==> src/include/sdh_defs.svh <==
`ifndef SDH_DEFS_SVH
`define SDH_DEFS_SVH

// register word indices on the avalon slave
`define SDH_REG_CMD 3'h0
`define SDH_REG_STATUS 3'h1
`define SDH_REG_MODE 3'h2
`define SDH_REG_WDATA 3'h3
`define SDH_REG_RDATA 3'h4

// command register fields
`define SDH_CMD_OP 3:0
`define SDH_CMD_BANK 4
`define SDH_CMD_A10 5
`define SDH_CMD_ADDR 18:8

// status register fields
`define SDH_ST_INIT 0
`define SDH_ST_BUSY 1
`define SDH_ST_ERR 2
`define SDH_ST_SLEEP 3
`define SDH_ST_RVALID 4
`define SDH_ST_BANK0 10:8
`define SDH_ST_BANK1 14:12

// mode register fields
`define SDH_MODE_WORD 11:0
`define SDH_MODE_FIRST 12
`define SDH_MODE_RESET 12'h020
`define SDH_MF_LAT 6:4
`define SDH_MF_BL 2:0
`define SDH_MF_SINGLE 9
`define SDH_BL_FULL 3'h7
`define SDH_FULL_PAGE 9'h100

// timing
`define SDH_HOLD_US 100
`define SDH_CLK_MHZ 100
`define SDH_REF_INIT 2'h2
`define SDH_MRS_GAP 4'h2
`define SDH_REF_GAP 4'h8
`define SDH_WAKE_GAP 4'h1
`define SDH_CMD_GAP 4'h0
`define SDH_PIPE_LAT 4'h3
`endif

==> src/include/sdh_pkg.sv <==
package sdh_pkg;
  typedef enum logic [3:0] {
    SDH_OP_NOP = 4'h0,
    SDH_OP_BST = 4'h1,
    SDH_OP_READ = 4'h2,
    SDH_OP_WRITE = 4'h3,
    SDH_OP_ACT = 4'h4,
    SDH_OP_PRE = 4'h5,
    SDH_OP_REF = 4'h6,
    SDH_OP_MRS = 4'h7,
    SDH_OP_SLEEP = 4'h8,
    SDH_OP_WAKE = 4'h9
  } sdh_op_e;

  typedef enum logic [2:0] {
    BK_IDLE = 3'h0,
    BK_ACTIVE = 3'h1,
    BK_READ = 3'h2,
    BK_WRITE = 3'h3,
    BK_READ_AC = 3'h4,
    BK_WRITE_AC = 3'h5
  } sdh_bank_e;

  typedef enum logic [2:0] {
    S_HOLD = 3'h0,
    S_INIT = 3'h1,
    S_READY = 3'h2,
    S_SLEEP = 3'h3
  } sdh_state_e;

  typedef struct packed {
    sdh_op_e op;
    logic bank;
    logic a10;
    logic [10:0] addr;
  } sdh_req_s;

  typedef struct packed {
    logic cs_n;
    logic ras_n;
    logic cas_n;
    logic we_n;
    logic [11:0] addr;
  } sdh_pins_s;
endpackage : sdh_pkg

==> src/rtl/sdh_host.sv <==
// Our own choices: the Avalon-MM register port and the register addresses.
`include "sdh_defs.svh"
module sdh_host
  import sdh_pkg::*;
#(
  parameter int HOLD_CYC = `SDH_HOLD_US * `SDH_CLK_MHZ
)(
  // clock and reset
  input wire logic clk,
  input wire logic nrst,
  input wire logic ce,
  // avalon-mm slave
  input wire logic [2:0] avs_address,
  input wire logic avs_read,
  input wire logic avs_write,
  input wire logic [31:0] avs_writedata,
  output logic [31:0] avs_readdata,
  output logic avs_waitrequest,
  // memory command pins
  output logic sd_cke,
  output logic sd_cs_n,
  output logic sd_ras_n,
  output logic sd_cas_n,
  output logic sd_we_n,
  output logic [11:0] sd_addr,
  output logic [1:0] sd_dqm,
  // memory data pins
  input wire logic [15:0] sd_dq_in,
  output logic [15:0] sd_dq_out,
  output logic sd_dq_oe_n
);
  sdh_state_e state, next_state;
  sdh_req_s req, pend;
  sdh_pins_s pins;
  sdh_bank_e bank_st [2];
  logic issue, refuse, pend_valid, closed, loaded, err, rvalid;
  logic both_idle, burst_done, bus_wr, bus_rd, cap, writing;
  logic [1:0] ref_cnt;
  logic [3:0] gap, next_gap, lat;
  logic [8:0] burst_left, blen;
  logic [15:0] hold_cnt, wdata, rdata, dq_s1, dq_s2;
  logic [12:0] mode;

  // pin encoding of row, column and write strobes
  function automatic logic [2:0] strobes(input sdh_op_e op);
    case (op)
      SDH_OP_BST: strobes = 3'h6;
      SDH_OP_READ: strobes = 3'h5;
      SDH_OP_WRITE: strobes = 3'h4;
      SDH_OP_ACT: strobes = 3'h3;
      SDH_OP_PRE: strobes = 3'h2;
      SDH_OP_REF: strobes = 3'h1;
      SDH_OP_MRS: strobes = 3'h0;
      default: strobes = 3'h7;
    endcase
  endfunction : strobes

  function automatic logic is_busy(input sdh_bank_e s);
    is_busy = (s != BK_IDLE) && (s != BK_ACTIVE);
  endfunction : is_busy

  assign both_idle = (bank_st[0] == BK_IDLE) && (bank_st[1] == BK_IDLE);
  assign bus_wr = avs_write && !avs_waitrequest;
  assign bus_rd = avs_read && !avs_waitrequest;
  assign burst_done = (burst_left == 9'h001);
  assign cap = (lat == 4'h1);

  // avalon slave: one wait cycle per access
  always_ff @(posedge clk or negedge nrst) begin
    if (!nrst) begin
      avs_waitrequest <= 1'b1;
    end else if (ce) begin
      avs_waitrequest <= !((avs_read || avs_write) && avs_waitrequest);
    end
  end

  always_ff @(posedge clk or negedge nrst) begin
    if (!nrst) begin
      avs_readdata <= 32'h0;
    end else if (ce && avs_read && avs_waitrequest) begin
      avs_readdata <= 32'h0;
      if (avs_address == `SDH_REG_STATUS) begin
        avs_readdata[`SDH_ST_INIT] <= (state != S_HOLD && state != S_INIT);
        avs_readdata[`SDH_ST_BUSY] <= pend_valid || (gap != 4'h0) || (state != S_READY);
        avs_readdata[`SDH_ST_ERR] <= err;
        avs_readdata[`SDH_ST_SLEEP] <= (state == S_SLEEP);
        avs_readdata[`SDH_ST_RVALID] <= rvalid;
        avs_readdata[`SDH_ST_BANK0] <= bank_st[0];
        avs_readdata[`SDH_ST_BANK1] <= bank_st[1];
      end else if (avs_address == `SDH_REG_MODE) begin
        avs_readdata[12:0] <= mode;
      end else if (avs_address == `SDH_REG_WDATA) begin
        avs_readdata[15:0] <= wdata;
      end else if (avs_address == `SDH_REG_RDATA) begin
        avs_readdata[15:0] <= rdata;
      end
    end
  end

  // software registers
  always_ff @(posedge clk or negedge nrst) begin
    if (!nrst) begin
      mode <= {1'b0, `SDH_MODE_RESET};
      wdata <= 16'h0;
    end else if (ce && bus_wr) begin
      if (avs_address == `SDH_REG_MODE) mode <= avs_writedata[12:0];
      else if (avs_address == `SDH_REG_WDATA) wdata <= avs_writedata[15:0];
    end
  end

  always_ff @(posedge clk or negedge nrst) begin
    if (!nrst) begin
      pend_valid <= 1'b0;
      pend <= '0;
    end else if (ce) begin
      if (bus_wr && avs_address == `SDH_REG_CMD && !pend_valid) begin
        pend_valid <= 1'b1;
        pend.op <= sdh_op_e'(avs_writedata[`SDH_CMD_OP]);
        pend.bank <= avs_writedata[`SDH_CMD_BANK];
        pend.a10 <= avs_writedata[`SDH_CMD_A10];
        pend.addr <= avs_writedata[`SDH_CMD_ADDR];
      end else if (state == S_READY && gap == 4'h0) begin
        pend_valid <= 1'b0;
      end else if (state == S_SLEEP) begin
        pend_valid <= 1'b0;
      end
    end
  end

  // error and read-valid flags: set wins over clear
  always_ff @(posedge clk or negedge nrst) begin
    if (!nrst) begin
      err <= 1'b0;
      rvalid <= 1'b0;
    end else if (ce) begin
      if (refuse || (bus_wr && avs_address == `SDH_REG_CMD && pend_valid)) err <= 1'b1;
      else if (bus_wr && avs_address == `SDH_REG_STATUS && avs_writedata[`SDH_ST_ERR])
        err <= 1'b0;
      if (cap) rvalid <= 1'b1;
      else if (bus_rd && avs_address == `SDH_REG_RDATA) rvalid <= 1'b0;
    end
  end

  // command sequencing
  always_comb begin
    next_state = state;
    next_gap = (gap != 4'h0) ? gap - 4'h1 : 4'h0;
    issue = 1'b0;
    refuse = 1'b0;
    req = '0;
    case (state)
      S_HOLD: begin
        if (hold_cnt == 16'h0) next_state = S_INIT;
      end
      S_INIT: begin
        if (gap == 4'h0) begin
          if (!closed) begin
            issue = 1'b1;
            req.op = SDH_OP_PRE;
            req.a10 = 1'b1;
          end else if (!loaded && (mode[`SDH_MODE_FIRST] || ref_cnt == `SDH_REF_INIT)) begin
            issue = 1'b1;
            req.op = SDH_OP_MRS;
            next_gap = `SDH_MRS_GAP;
          end else if (ref_cnt != `SDH_REF_INIT) begin
            issue = 1'b1;
            req.op = SDH_OP_REF;
            next_gap = `SDH_REF_GAP;
          end else begin
            next_state = S_READY;
          end
        end
      end
      S_READY: begin
        if (gap == 4'h0 && pend_valid) begin
          req = pend;
          case (pend.op)
            SDH_OP_MRS, SDH_OP_REF: refuse = !both_idle;
            SDH_OP_SLEEP: refuse = !both_idle;
            SDH_OP_ACT: refuse = (bank_st[pend.bank] != BK_IDLE);
            SDH_OP_READ, SDH_OP_WRITE: refuse = (bank_st[pend.bank] == BK_IDLE) ||
              (bank_st[pend.bank] == BK_READ_AC) || (bank_st[pend.bank] == BK_WRITE_AC);
            SDH_OP_WAKE: refuse = 1'b1;
            default: refuse = 1'b0;
          endcase
          if (!refuse) begin
            if (pend.op == SDH_OP_SLEEP) next_state = S_SLEEP;
            else issue = 1'b1;
            if (pend.op == SDH_OP_MRS) next_gap = `SDH_MRS_GAP;
            else if (pend.op == SDH_OP_REF) next_gap = `SDH_REF_GAP;
            else next_gap = `SDH_CMD_GAP;
          end
        end
      end
      S_SLEEP: begin
        if (pend_valid) begin
          refuse = (pend.op != SDH_OP_WAKE);
          if (!refuse) begin
            next_state = S_READY;
            next_gap = `SDH_WAKE_GAP;
          end
        end
      end
      default: next_state = S_HOLD;
    endcase
  end

  always_ff @(posedge clk or negedge nrst) begin
    if (!nrst) begin
      state <= S_HOLD;
      gap <= 4'h0;
    end else if (ce) begin
      state <= next_state;
      gap <= next_gap;
    end
  end

  always_ff @(posedge clk or negedge nrst) begin
    if (!nrst) begin
      hold_cnt <= 16'(HOLD_CYC);
    end else if (ce && state == S_HOLD && hold_cnt != 16'h0) begin
      hold_cnt <= hold_cnt - 16'h1;
    end
  end

  // init progress
  always_ff @(posedge clk or negedge nrst) begin
    if (!nrst) begin
      closed <= 1'b0;
      loaded <= 1'b0;
      ref_cnt <= 2'h0;
    end else if (ce && issue && state == S_INIT) begin
      if (req.op == SDH_OP_PRE) closed <= 1'b1;
      if (req.op == SDH_OP_MRS) loaded <= 1'b1;
      if (req.op == SDH_OP_REF) ref_cnt <= ref_cnt + 2'h1;
    end
  end

  // command pins
  always_ff @(posedge clk or negedge nrst) begin
    if (!nrst) begin
      pins <= {4'hf, 12'h0};
      sd_cke <= 1'b1;
    end else if (ce) begin
      sd_cke <= (next_state != S_SLEEP);
      pins.cs_n <= !issue;
      {pins.ras_n, pins.cas_n, pins.we_n} <= issue ? strobes(req.op) : 3'h7;
      if (issue) begin
        case (req.op)
          SDH_OP_ACT: pins.addr <= {req.bank, req.addr};
          SDH_OP_READ, SDH_OP_WRITE: pins.addr <= {req.bank, req.a10, 2'h0, req.addr[7:0]};
          SDH_OP_MRS: pins.addr <= mode[`SDH_MODE_WORD];
          default: pins.addr <= {req.bank, req.a10, 10'h0};
        endcase
      end
    end
  end

  assign sd_cs_n = pins.cs_n;
  assign sd_ras_n = pins.ras_n;
  assign sd_cas_n = pins.cas_n;
  assign sd_we_n = pins.we_n;
  assign sd_addr = pins.addr;

  // burst length from the loaded word
  always_comb begin
    if (mode[`SDH_MF_BL] == `SDH_BL_FULL) blen = `SDH_FULL_PAGE;
    else blen = 9'(9'h001 << mode[`SDH_MF_BL]);
    if (req.op == SDH_OP_WRITE && mode[`SDH_MF_SINGLE]) blen = 9'h001;
  end

  always_ff @(posedge clk or negedge nrst) begin
    if (!nrst) begin
      burst_left <= 9'h0;
      writing <= 1'b0;
    end else if (ce) begin
      if (issue && (req.op == SDH_OP_READ || req.op == SDH_OP_WRITE)) begin
        burst_left <= blen;
        writing <= (req.op == SDH_OP_WRITE);
      end else if (issue && (req.op == SDH_OP_BST || req.op == SDH_OP_PRE)) begin
        burst_left <= 9'h0;
        writing <= 1'b0;
      end else if (burst_left != 9'h0 && !(mode[`SDH_MF_BL] == `SDH_BL_FULL && burst_left == 9'h1)) begin
        burst_left <= burst_left - 9'h1;
        if (burst_done) writing <= 1'b0;
      end
    end
  end

  // write data and byte masks
  always_ff @(posedge clk or negedge nrst) begin
    if (!nrst) begin
      sd_dq_out <= 16'h0;
      sd_dq_oe_n <= 1'b1;
      sd_dqm <= 2'h3;
    end else if (ce) begin
      if (issue && req.op == SDH_OP_WRITE) begin
        sd_dq_out <= wdata;
        sd_dq_oe_n <= 1'b0;
        sd_dqm <= 2'h0;
      end else if (writing && !burst_done && !issue) begin
        sd_dq_oe_n <= 1'b0;
        sd_dqm <= 2'h3;
      end else begin
        sd_dq_oe_n <= 1'b1;
        sd_dqm <= (next_state == S_HOLD) ? 2'h3 : 2'h0;
      end
    end
  end

  // read capture after latency plus pin and sync stages
  always_ff @(posedge clk or negedge nrst) begin
    if (!nrst) begin
      dq_s1 <= 16'h0;
      dq_s2 <= 16'h0;
    end else if (ce) begin
      dq_s1 <= sd_dq_in;
      dq_s2 <= dq_s1;
    end
  end

  always_ff @(posedge clk or negedge nrst) begin
    if (!nrst) begin
      lat <= 4'h0;
      rdata <= 16'h0;
    end else if (ce) begin
      if (issue && req.op == SDH_OP_READ) lat <= {1'b0, mode[`SDH_MF_LAT]} + `SDH_PIPE_LAT;
      else if (lat != 4'h0) lat <= lat - 4'h1;
      if (cap) rdata <= dq_s2;
    end
  end

  sdh_bank_track u_track (
    .clk(clk),
    .nrst(nrst),
    .ce(ce),
    .issue(issue),
    .req(req),
    .burst_done(burst_done),
    .bank_st(bank_st)
  );
endmodule : sdh_host

==> src/rtl/sdh_bank_track.sv <==
`include "sdh_defs.svh"
module sdh_bank_track
  import sdh_pkg::*;
(
  // clock and reset
  input wire logic clk,
  input wire logic nrst,
  input wire logic ce,
  // issued command
  input wire logic issue,
  input sdh_req_s req,
  input wire logic burst_done,
  // mirrored bank states
  output sdh_bank_e bank_st [2]
);
  for (genvar b = 0; b < 2; b++) begin : g_bank
    logic hit;
    assign hit = (req.bank == 1'(b));
    always_ff @(posedge clk or negedge nrst) begin
      if (!nrst) begin
        bank_st[b] <= BK_IDLE;
      end else if (ce) begin
        if (issue) begin
          case (req.op)
            SDH_OP_ACT: begin
              if (hit) bank_st[b] <= BK_ACTIVE;
            end
            SDH_OP_READ: begin
              if (hit) bank_st[b] <= req.a10 ? BK_READ_AC : BK_READ;
              else if (bank_st[b] == BK_READ || bank_st[b] == BK_WRITE)
                bank_st[b] <= BK_ACTIVE;
            end
            SDH_OP_WRITE: begin
              if (hit) bank_st[b] <= req.a10 ? BK_WRITE_AC : BK_WRITE;
              else if (bank_st[b] == BK_READ || bank_st[b] == BK_WRITE)
                bank_st[b] <= BK_ACTIVE;
            end
            SDH_OP_PRE: begin
              if (req.a10 || hit) bank_st[b] <= BK_IDLE;
            end
            SDH_OP_BST: begin
              if (bank_st[b] == BK_READ || bank_st[b] == BK_WRITE)
                bank_st[b] <= BK_ACTIVE;
            end
            default: begin
            end
          endcase
        end else if (burst_done) begin
          if (bank_st[b] == BK_READ || bank_st[b] == BK_WRITE)
            bank_st[b] <= BK_ACTIVE;
          else if (bank_st[b] == BK_READ_AC || bank_st[b] == BK_WRITE_AC)
            bank_st[b] <= BK_IDLE;
        end
      end
    end
  end
endmodule : sdh_bank_track

==> config.mk <==
export PLATFORM = sky130hd
export DESIGN_NAME = sdh_host
export DESIGN_NICKNAME = d
export VERILOG_FILES = /design/src/include/sdh_pkg.sv /design/src/rtl/sdh_host.sv /design/src/rtl/sdh_bank_track.sv
export VERILOG_INCLUDE_DIRS = /design/src /design/src/include
export SDC_FILE = /design/constraint.sdc
export NUM_CORES = 1
export LEC_CHECK = 0
export BUFFER_PORTS_ARGS = -buffer_cell sky130_fd_sc_hd__buf_2
export CORE_UTILIZATION = 40
export DETAILED_ROUTE_END_ITERATION = 10
export HOLD_SLACK_MARGIN = 0.08
export PLACE_DENSITY = 0.62
export REMOVE_ABC_BUFFERS = 1
export SYNTH_ARGS = -nofsm -noshare
export SYNTH_HDL_FRONTEND = slang
export SYNTH_SLANG_ARGS = --single-unit
export TNS_END_PERCENT = 30
==> constraint.sdc <==
create_clock -name clk -period 6.1 [get_ports clk]
set_input_delay 0.61 -clock clk [delete_from_list [all_inputs] [get_ports clk]]
set_output_delay 0.61 -clock clk [all_outputs]
set_load 0.005 [all_outputs]
Word level (Yosys, flattened, before mapping)
Cells that the tools add are included.
{ "word_totals": {"romBits": 0, "inputBits": 56, "regBits": 197, "word_cells": 295, "latchBits": 0, "ramBits": 0, "memories": 0} }
{ "classes": {"reduce_logical": 96, "n_bitwise": 3, "addsub": 6, "multipliers": 0, "div_mod_pow": 0, "n_shift": 1, "muxes": 109, "magnitude_cmp": 1, "eq_ne": 45} }
{ "ops": {"columns": ["cell", "n"], "rows": [
  ["$mux W3", 42],
  ["$mux W4", 13],
  ["$mux W9", 5],
  ["$pmux W12 S3", 1],
  ["$mux W16", 2],
  ["$logic_and A1 B1 Y1", 30],
  ["$pmux W3 S5", 2],
  ["$mux W1", 29],
  ["$eq A4 B3 Y1 const B", 7],
  ["$reduce_and A2 Y1", 13],
  ["$eq A3 B2 Y1 const B", 8],
  ["$eq A3 B3 Y1 const B", 8],
  ["$pmux W3 S7", 1],
  ["$reduce_bool A3 Y1", 7],
  ["$logic_not A3 Y1", 6],
  ["$mux W17", 1],
  ["$eq A4 B2 Y1 const B", 4],
  ["$logic_not A16 Y1", 1],
  ["$reduce_bool A16 Y1", 1],
  ["$sub A16 B1 Y16 const B", 1],
  ["$logic_or A1 B1 Y1", 15],
  ["$ne A3 B2 Y1 const B", 5],
  ["$mux W13", 1],
  ["$pmux W3 S4", 1],
  ["other kinds (34)", 57]
]} }

Logic depth before layout (Yosys ltp)
Gate-level depths: netlist of the first run.
{ "logic_depth": {"depth_word": 17, "mapped_depth": 11} }

Cells and area by module
Synthesis of the first run repeated with hierarchy kept, for this count alone.
{ "hier_totals": {"hier_cells": 919, "area_unflattened_um2": 10015.9} }
{ "modules_own_cells": {"columns": ["module", "instances", "cells_each", "area_each_um2"], "rows": [
  ["sdh_host", 1, 857, 9474.1],
  ["sdh_bank_track", 1, 62, 541.8]
]} }

Least setup slack after synthesis of the first run
No wires, ideal clock.
{ "synth_path": {"path_type": "reg2reg", "from": "register gap[0]", "to": "register u_track.bank_st[0] (netlist name)", "setup_slack_ns": 3.429, "period_less_slack_ns": 2.671, "setup_time_ns": 0.125, "arrival_ns": 2.546, "path_stages_with_launch": 10, "required_ns": 5.975, "path_buffers": 0, "path_cell_list": "dfrtp_1 inv_1 ha_1 or3b_1 nor3_1 a22o_1 nor2_1 a21o_1 a31oi_1 mux2_2"} }
{ "synth_between": {"elab_chain_cells": 7, "elab_cells_between_ends": 27} }
{ "synth_rtl": {"columns": ["element", "line", "source"], "rows": [
  ["from (decl)", "sdh_host.sv:39", "logic [3:0] gap, next_gap, lat;"],
  ["from (signal assigned)", "sdh_host.sv:214", "gap <= next_gap;"],
  ["$logic_not A4 Y1 (*)", "sdh_host.sv:156, sdh_host.sv:175", null],
  ["$logic_and A1 B1 Y1", "sdh_host.sv:175", "if (gap == 4'h0 && pend_valid) begin"],
  ["$mux W17", "sdh_host.sv:175", null],
  ["$pmux W4 S2, or another cell as far along", "sdh_host.sv:151", "case (state)"],
  ["$eq A4 B3 Y1, or another cell as far along", "sdh_bank_track.sv:24", "case (req.op)"],
  ["$ne A6 B1 Y1 (no line), or another cell as far along", null, null],
  ["$reduce_and A6 Y1 (no line) or $mux W3 (tied branches)", null, null],
  ["to (signal, indexed assignment)", "sdh_bank_track.sv:29", "if (hit) bank_st[b] <= req.a10 ? BK_READ_AC : BK_READ;"],
  ["to (signal, indexed assignment)", "sdh_bank_track.sv:34", "if (hit) bank_st[b] <= req.a10 ? BK_WRITE_AC : BK_WRITE;"],
  ["to (decl)", "sdh_bank_track.sv:14", "output sdh_bank_e bank_st [2]"]
]} }
Every way passes the cells marked *; elsewhere a longest branch is shown, timed or not.
A chain may end at the register's enable or synchronous reset.

Worst setup path in the final report of the first run
{ "layout_path": {"from": "register state[1]", "to": "register pins (netlist bit sd_addr[11])"} }
{ "layout_between": {"elab_chain_cells": 5, "elab_cells_between_ends": 12} }
{ "layout_rtl": {"columns": ["element", "line", "source"], "rows": [
  ["from (decl)", "sdh_host.sv:32", "sdh_state_e state, next_state;"],
  ["from (signal assigned)", "sdh_host.sv:213", "state <= next_state;"],
  ["$eq A3 B2 Y1 or $eq A3 B1 Y1 (tied branches)", "sdh_host.sv:151", null],
  ["$pmux W4 S2", "sdh_host.sv:151", null],
  ["$eq A4 B2 Y1", "sdh_host.sv:249", "case (req.op)"],
  ["$reduce_or A2 Y1", "sdh_host.sv:249", null],
  ["$pmux W12 S3", "sdh_host.sv:249", null],
  ["to (signal assigned)", "sdh_host.sv:242", "pins <= {4'hf, 12'h0};"],
  ["to (decl)", "sdh_host.sv:34", "sdh_pins_s pins;"]
]} }
Parallel ways exist; a longest one is shown, timed or not.

==> impl_metrics.csv, run 1 <==
group,metric,value,unit
outcome,status,"finished clean",
finish,final_cell_count_no_fill,1274,
clocking,cts.clk_slew.worst_paths,0.08,ns
power_and_ir_drop,seq_power_share,0.489,
timing,setup_tns,0,ns
synth,synth_simple_gate_area_frac,0.1221,
clocking,worstSkewPairLatency,0.44,ns
synth,synth_top_cell_area_share,0.4759,
clocking,cts-root-buf,"sky130_fd_sc_hd__clkbuf_16",
finish,core_util_final,0.4612,
placed_design,placed_cells_incl_taps,1242,
synth,yosys_most_used_dff,"sky130_fd_sc_hd__dfrtp_1",
global_routing,first_global_vias,6717,
critical_path,cp-end-kind,"register",
finish,final_common_cell,"sky130_fd_sc_hd__dfrtp_1",
floorplanning,die_width,156.7,um
clocking,cts_inserted_buffers,17,
timing,final_min_period_over_clock_period,0.6091,
drt,final_antenna_net_count,0,
critical_path,critical_path.max_stage_delay,0.68,ns
clocking,htree_levels,4,
power_and_ir_drop,power_report.internal_total,2.596,mW
drt,vias,6914,
critical_path,cp_data_arrival_time,4.00,ns
clocking,post-cts-setup-buffers,0,
synth,post_synth_main_area_contributors,"sky130_fd_sc_hd__dfrtp_1 48%, sky130_fd_sc_hd__mux2_2 13%, sky130_fd_sc_hd__dfstp_2 3.8%",
drt,drt_first_pass_iters,5,
timing,setup_viol,0,
critical_path,category_of_cells_accounting_for_the_largest_share_of_critical_path_delay,"simple AND/OR/NAND/NOR gates",
timing,slew_headroom,0.1877,
floorplanning,number_of_cell_rows,56,
power_and_ir_drop,power.combinational.fraction,0.224,
placed_design,numPortBuffers,95,
synth,post_synthesis_sequential_element_count,196,
synth,synth_enable_flop_cells,0,
global_routing,grt_pass1_wl,36730,um
timing,max_freq,269.2,MHz
synth,synthXorXnorAreaFrac,0.01739,
finish,layout.nets,1008,
global_routing,grt_max_degree,93,
power_and_ir_drop,p_switching,1.248,mW
drt,totalWireLength,22400,um
finish,most_used_cells_in_the_layout_excluding_fill_and_tap_cells,"182 x sky130_fd_sc_hd__dfrtp_1, 110 x sky130_fd_sc_hd__mux2_2, 93 x sky130_fd_sc_hd__buf_2",
timing,setup_repair_after_global_routing_missed_its_margin,"no",
finish,drive_gt1_frac,0.2995,
flow_run,maximum_capacitance_violations,0,
power_and_ir_drop,power.leakage,4.931,nW
drt,vias_per_cell,5.427,
synth,synth-compound-area-share,0.1387,
finish,antennaDiodeCount,0,
critical_path,cp_slowest_cell,"sky130_fd_sc_hd__o21ai_0",
power_and_ir_drop,vdd_drop_max,194.7,uV
timing,max_slew.worst_pin.slew,1.209,ns
synth,synth_area,0.009570,mm^2
floorplanning,dieHeight,156.7,um
finish,layout.area.seq,0.004922,mm^2
synth,part_of_the_yosys_area_used_for_sequential_elements,0.5143,
clocking,cts_repair_resize_count,0,
power_and_ir_drop,clock_power_share,0.287,
global_routing,globalRoute.totalOverflow,0,
synth,syn-instance-count,869,
critical_path,critPathLaunchType,"register",
hold_path,worstHoldPathType,"primary input to async pin",
synth,synthAdderAreaFrac,0.01307,
clocking,clk_path_buf_depth,2,
power_and_ir_drop,p_per_area,355.1,mW/mm^2
finish,fillers,2224,
synth,synthesis.yosys.warnings,0,
floorplanning,placeableCoreArea,0.02347,mm^2
synth,synth.mux.area_fraction,0.1498,
synth,synth.largest_area_cell,"sky130_fd_sc_hd__dfrtp_1",
drt,drt-wirelength-per-cell,17.58,um
drt,drcViolationCount,0,
clocking,clock_sink_count,196,
placed_design,detailedPlacementHpwl,15880,um
critical_path,crit_path_max_fanout,24,
synth,main_combinational_cell_family_by_area_after_synthesis,"multiplexers",
drt,initialDrtViolationCount,291,
synth,netlist_cell_types,72,
timing,finalWorstPathRequiredPeriod,3.715,ns
critical_path,worst-endpoint-required,6.38,ns
global_routing,gr-usage-all-layers,0.1934,
finish,syn2layout_area_growth,13.13,%
floorplanning,boundaryPins,125,
critical_path,cp.buffers_inverters,1,
finish,multi_input_comb_area,0.004292,mm^2
clocking,tritoncts_clock_tree,"yes",
clocking,cts_hold_bufs,0,
floorplanning,initial_core_util,0.4077,
floorplanning,floorplan.die_area,0.02455,mm^2
power_and_ir_drop,net_sw_frac,0.3246,
placed_design,gp_congestion,0.8682,
timing,final_max_slew_viol_count,0,
synth,syn_avg_cell_area,11.01,um^2
timing,hold_violations,0,
synth,ys_async_sr_fraction,1.000,
critical_path,worstPathCellList,"nor3b_2, and3_1, o211ai_1, o21ai_0, buf_4, nand2_1, nand2_1, o21ai_0",
critical_path,path_class,"register to register",
global_routing,antenna_found_initial,1,
timing,fin_skew,0.01278,ns
power by group through the flow:
stage | Combinational, mW | Clock, mW | Sequential (mW)
global placement | 0.842 | 0 | 1.89
detailed placement | 0.867 | 0 | 1.90
floorplan | 0.626 | 0 | 1.82
global route | 0.964 | 1.18 | 1.93
CTS | 0.871 | 1.13 | 1.88
finish | 0.860 | 1.10 | 1.88
worst paths after layout:
path | from | to | slack, ns | depth (start not counted)
max in group asynchronous | nrst | gap[1] | 4.64 | 2
min reg2reg | hold_cnt[15] | hold_cnt[15] | 0.46 | 1
max | state[1] | sd_addr[11] | 2.38 | 8
min | nrst | pend[9] | 0.25 | 1
max reg2reg | state[1] | sd_addr[11] | 2.38 | 8
min in group clk | sd_dq_in[15] | dq_s1[15] | 0.40 | 2
per-stage QoR:
stage | setup WS, ns | power [mW] | hold WS, ns | area (um^2)
after global routing | 2.002 | 4.067 | 0.3094 | 10830
after global placement | 2.517 | 2.737 | 0.4510 | 10250
after floorplan | 2.374 | 2.449 | 0.3144 | 9286
after detailed placement | 2.451 | 2.768 | 0.4523 | 10250
after CTS | 2.438 | 3.882 | 0.2754 | 10830
final | 2.385 | 3.844 | 0.2480 | 10830
final cells by class:
| class | count | area share |
|---|---|---|
| sequential | 196 | 0.4546 |
| clock inverter | 13 | 0.01237 |
| tap | 319 | 0.03687 |
| inverter | 22 | 0.007627 |
| multi-input combinational | 601 | 0.3964 |
| timing repair buffer | 104 | 0.05120 |
| clock buffer | 19 | 0.04091 |
cells by family (layout without fill, tap and decap cells):
kind of cell,Yosys count,after routing
AND/OR/NAND/NOR,234,234
AO/OA/AOI/OAI,197,197
flip-flops,196,196
multiplexers,125,125
buffers and inverters,87,158
XOR/XNOR,19,19
adder cells (fa/ha/maj),10,10
other,1,16
metal layers:
metal | global-route usage | routed length, um
met3 | 0.03988 | 982
met5 | 0 | 0
met4 | 0.06723 | 541
met2 | 0.3076 | 10640
met1 | 0.2616 | 10240
synthesized netlist by cell type (4+ instances only):
cell                         n
sky130_fd_sc_hd__or4_1       4
sky130_fd_sc_hd__nor3_1     20
sky130_fd_sc_hd__clkbuf_1   30
sky130_fd_sc_hd__nand2_1    64
sky130_fd_sc_hd__a31oi_1    11
sky130_fd_sc_hd__a21oi_1    41
sky130_fd_sc_hd__ha_1       10
sky130_fd_sc_hd__xnor2_1    11
sky130_fd_sc_hd__inv_1      22
sky130_fd_sc_hd__or3_1       5
sky130_fd_sc_hd__a22oi_1    18
sky130_fd_sc_hd__mux2_2    110
sky130_fd_sc_hd__nand2b_1   12
sky130_fd_sc_hd__mux2i_1     6
sky130_fd_sc_hd__nand4b_1    5
sky130_fd_sc_hd__nand3_1    16
sky130_fd_sc_hd__nor4_1      4
sky130_fd_sc_hd__nor2_1     60
sky130_fd_sc_hd__xor2_1      8
sky130_fd_sc_hd__mux2_4      9
sky130_fd_sc_hd__o21ai_0    58
sky130_fd_sc_hd__a22o_1      7
sky130_fd_sc_hd__a32oi_1     5
sky130_fd_sc_hd__nand4_1    11
sky130_fd_sc_hd__a21o_1      5
sky130_fd_sc_hd__o211ai_1    5
sky130_fd_sc_hd__o22ai_1     7
sky130_fd_sc_hd__nor2b_1     6
sky130_fd_sc_hd__buf_2      11
sky130_fd_sc_hd__buf_4      18
sky130_fd_sc_hd__dfstp_2    14
sky130_fd_sc_hd__buf_1       4
sky130_fd_sc_hd__dfrtp_1   182
sky130_fd_sc_hd__and3_1      7
flip-flops by register name, summed over array words and instances (netlist names), 3 cells and up:
signal,flops
hold_cnt,16
dq_s1,16
wdata,16
sd_addr,12
dq_s2,16
mode,13
burst_left,9
u_track.bank_st,6
sd_dq_out,16
gap,4
state,3
rdata,16
pend,17
avs_readdata,16
lat,4
No activity file was read; power rests on OpenSTA's default activity.
==> inputs of run 2 (changes only) <==
ABC_AREA = 1   (was default)
PLACE_DENSITY = 0.64   (was 0.62)
clock period = 3.14 ns   (was 6.1 ns; I/O delays follow)
==> impl_metrics.csv, run 2 <==
group,metric,value,unit
outcome,status,"finished clean",
power_and_ir_drop,vdd_drop_max,347.0,uV
timing,final_critical_path_setup_slack,0.4570,ns
synth,post_synthesis_sequential_element_count,196,
critical_path,critPathLaunchType,"register",
synth,synthesis.yosys.warnings,0,
synth,yosys.cell_count.top_type,"sky130_fd_sc_hd__nand2_1",
floorplanning,boundaryPins,125,
finish,syn2layout_area_growth,16.23,%
critical_path,cp_data_arrival_time,3.04,ns
timing,fin_hold_ws,0.09550,ns
global_routing,globalRoute.totalOverflow,0,
drt,drt_first_pass_iters,5,
drt,drt-wirelength-per-cell,14.96,um
global_routing,first_global_vias,7943,
finish,layout.nets,1404,
timing,final_max_slew_viol_count,0,
synth,part_of_the_yosys_area_used_for_sequential_elements,0.5020,
drt,vias,8297,
clocking,tritoncts_clock_tree,"yes",
floorplanning,dieHeight,158.6,um
global_routing,grt_pass1_wl,40930,um
synth,synth.cells.most_frequent,"360 x sky130_fd_sc_hd__nand2_1, 182 x sky130_fd_sc_hd__dfrtp_1, 137 x sky130_fd_sc_hd__o21ai_0",
clocking,cts_inserted_buffers,17,
critical_path,path_class,"register to register",
finish,fillers,2349,
global_routing,antenna_found_initial,0,
timing,setup_viol,0,
critical_path,r2r.worst_path.cells,12,
clocking,cts-root-buf,"sky130_fd_sc_hd__clkbuf_16",
clocking,cts_repair_resize_count,0,
finish,most_used_cells_in_the_layout_excluding_fill_and_tap_cells,"360 x sky130_fd_sc_hd__nand2_1, 182 x sky130_fd_sc_hd__dfrtp_1, 137 x sky130_fd_sc_hd__o21ai_0",
clocking,clock_sink_count,196,
finish,antennaDiodeCount,0,
critical_path,cp-end-kind,"register",
timing,setup_tns,0,ns
synth,yosys_most_used_dff,"sky130_fd_sc_hd__dfrtp_1",
synth,syn-instance-count,1226,
timing,fin_skew,0.01678,ns
clocking,clk_path_buf_depth,2,
clocking,post-cts-setup-buffers,0,
global_routing,grt_max_degree,97,
synth,synth_enable_flop_cells,0,
power_and_ir_drop,p_per_area,647.6,mW/mm^2
synth,synth_top_cell_area_share,0.4645,
hold_path,worstHoldPathType,"primary input to register",
placed_design,numPortBuffers,95,
finish,max_ffs_per_register,17,
timing,max_freq,372.7,MHz
drt,initialDrtViolationCount,519,
placed_design,detailedPlacementHpwl,18010,um
finish,drive_gt1_frac,0.1569,
clocking,htree_levels,4,
placed_design,placement.setup.worst_slack,0.4988,ns
critical_path,crit_path_max_fanout,15,
timing,final_min_period_over_clock_period,0.8544,
drt,drcViolationCount,0,
synth,ys_async_sr_fraction,1.000,
floorplanning,initial_core_util,0.4128,
floorplanning,floorplan.die_area,0.02514,mm^2
timing,max_slew.worst_pin.slew,0.8996,ns
flow_run,maximum_capacitance_violations,0,
placed_design,gp_congestion,0.8932,
drt,final_antenna_net_count,0,
timing,setup_repair_after_global_routing_missed_its_margin,"no",
floorplanning,die_width,158.6,um
hold_path,min_path_cells,3,
clocking,worstSkewPairLatency,0.45,ns
synth,netlist_cell_types,45,
timing,slew_headroom,0.3988,
clocking,cts_hold_bufs,16,
global_routing,gr-usage-all-layers,0.2123,
finish,final_common_cell,"sky130_fd_sc_hd__nand2_1",
power_and_ir_drop,power.leakage,5.819,nW
critical_path,worst-endpoint-required,3.50,ns
drt,vias_per_cell,4.968,
synth,synth_area,0.009806,mm^2
timing,finalWorstPathRequiredPeriod,2.683,ns
clocking,cts.clk_slew.worst_paths,0.08,ns
floorplanning,number_of_cell_rows,56,
floorplanning,placeableCoreArea,0.02375,mm^2
finish,largest_register,"pend",
synth,synth.largest_area_cell,"sky130_fd_sc_hd__dfrtp_1",
synth,syn_avg_cell_area,7.998,um^2
drt,totalWireLength,24990,um
timing,hold_violations,0,
synth,post_synth_main_area_contributors,"sky130_fd_sc_hd__dfrtp_1 46%, sky130_fd_sc_hd__nand2_1 14%, sky130_fd_sc_hd__o21ai_0 7.0%",
[run 2: report_power, final]
| group | total [mW] | switching [mW] | internal [mW] |
|---|---|---|---|
| logic | 1.71 | 1.07 | 0.642 |
| registers | 3.41 | 0.375 | 3.03 |
| clock network | 2.26 | 1.10 | 1.15 |
[run 2: worst max-delay path, stage by stage (launching register included)]
cell and delay [ns]:
sky130_fd_sc_hd__dfrtp_1 0.37, sky130_fd_sc_hd__inv_1 0.13, sky130_fd_sc_hd__ha_1 0.30, sky130_fd_sc_hd__nand2_4 0.12
sky130_fd_sc_hd__nor2_2 0.15, sky130_fd_sc_hd__nand2_1 0.08, sky130_fd_sc_hd__nor2_1 0.13, sky130_fd_sc_hd__nand3_2 0.15
sky130_fd_sc_hd__nand2_4 0.23, sky130_fd_sc_hd__nand2_1 0.30, sky130_fd_sc_hd__inv_1 0.40, sky130_fd_sc_hd__nor2_1 0.08
sky130_fd_sc_hd__a31oi_1 0.16
[run 2: cell families after synthesis]
group,synth area share
muxes,0.003445
other,0.0003824
xor gates and xnor gates,0.02233
and+or+nand+nor,0.2528
buffers and inverters,0.08473
adders and majority gates,0.01276
AOI/OAI and AO/OA,0.1216
DFF,0.5020
[run 2: final cells by class]
class                   count  area (um^2)  share of cell area
repair buffers            132        827.0             0.07257
clock buffers              18        429.2             0.03766
inverters                 143        536.8             0.04710
multi-input cells         848         4109              0.3605
flip-flops and latches    196         4922              0.4319
clock inverters            14        173.9             0.01526
well taps                 319        399.1             0.03502
[run 2: metrics by stage]
stage	power [mW]	util	instance area [um^2]	std cells
6_report	7.381	0.4798	11400	1670
2_1_floorplan	4.570	-	9568	1187
5_1_grt	7.859	0.4798	11400	1670
3_3_place_gp	5.097	0.4477	10630	1622
3_5_place_dp	5.145	0.4477	10630	1622
4_1_cts	7.424	0.4798	11400	1670
[run 2: path summary, 6_finish.rpt]
path | startpoint | endpoint | slack (ns)
hold / removal | sd_dq_in[9] | dq_s1[9] | 0.1
setup reg to reg | gap[0] | sd_addr[11] | 0.46
min in group asynchronous | nrst | dq_s2[14] | 0.48
hold reg to reg | sd_dq_oe_n | sd_dq_oe_n | 0.47
max in group asynchronous | nrst | sd_cas_n | 1.73
setup / recovery | gap[0] | sd_addr[11] | 0.46
[run 2: layer usage]
metal / GRT usage / wire, um
met5: 0 / 0
met4: 0.06136 / 399
met3: 0.03185 / 1166
met2: 0.3471 / 11970
met1: 0.2916 / 11440
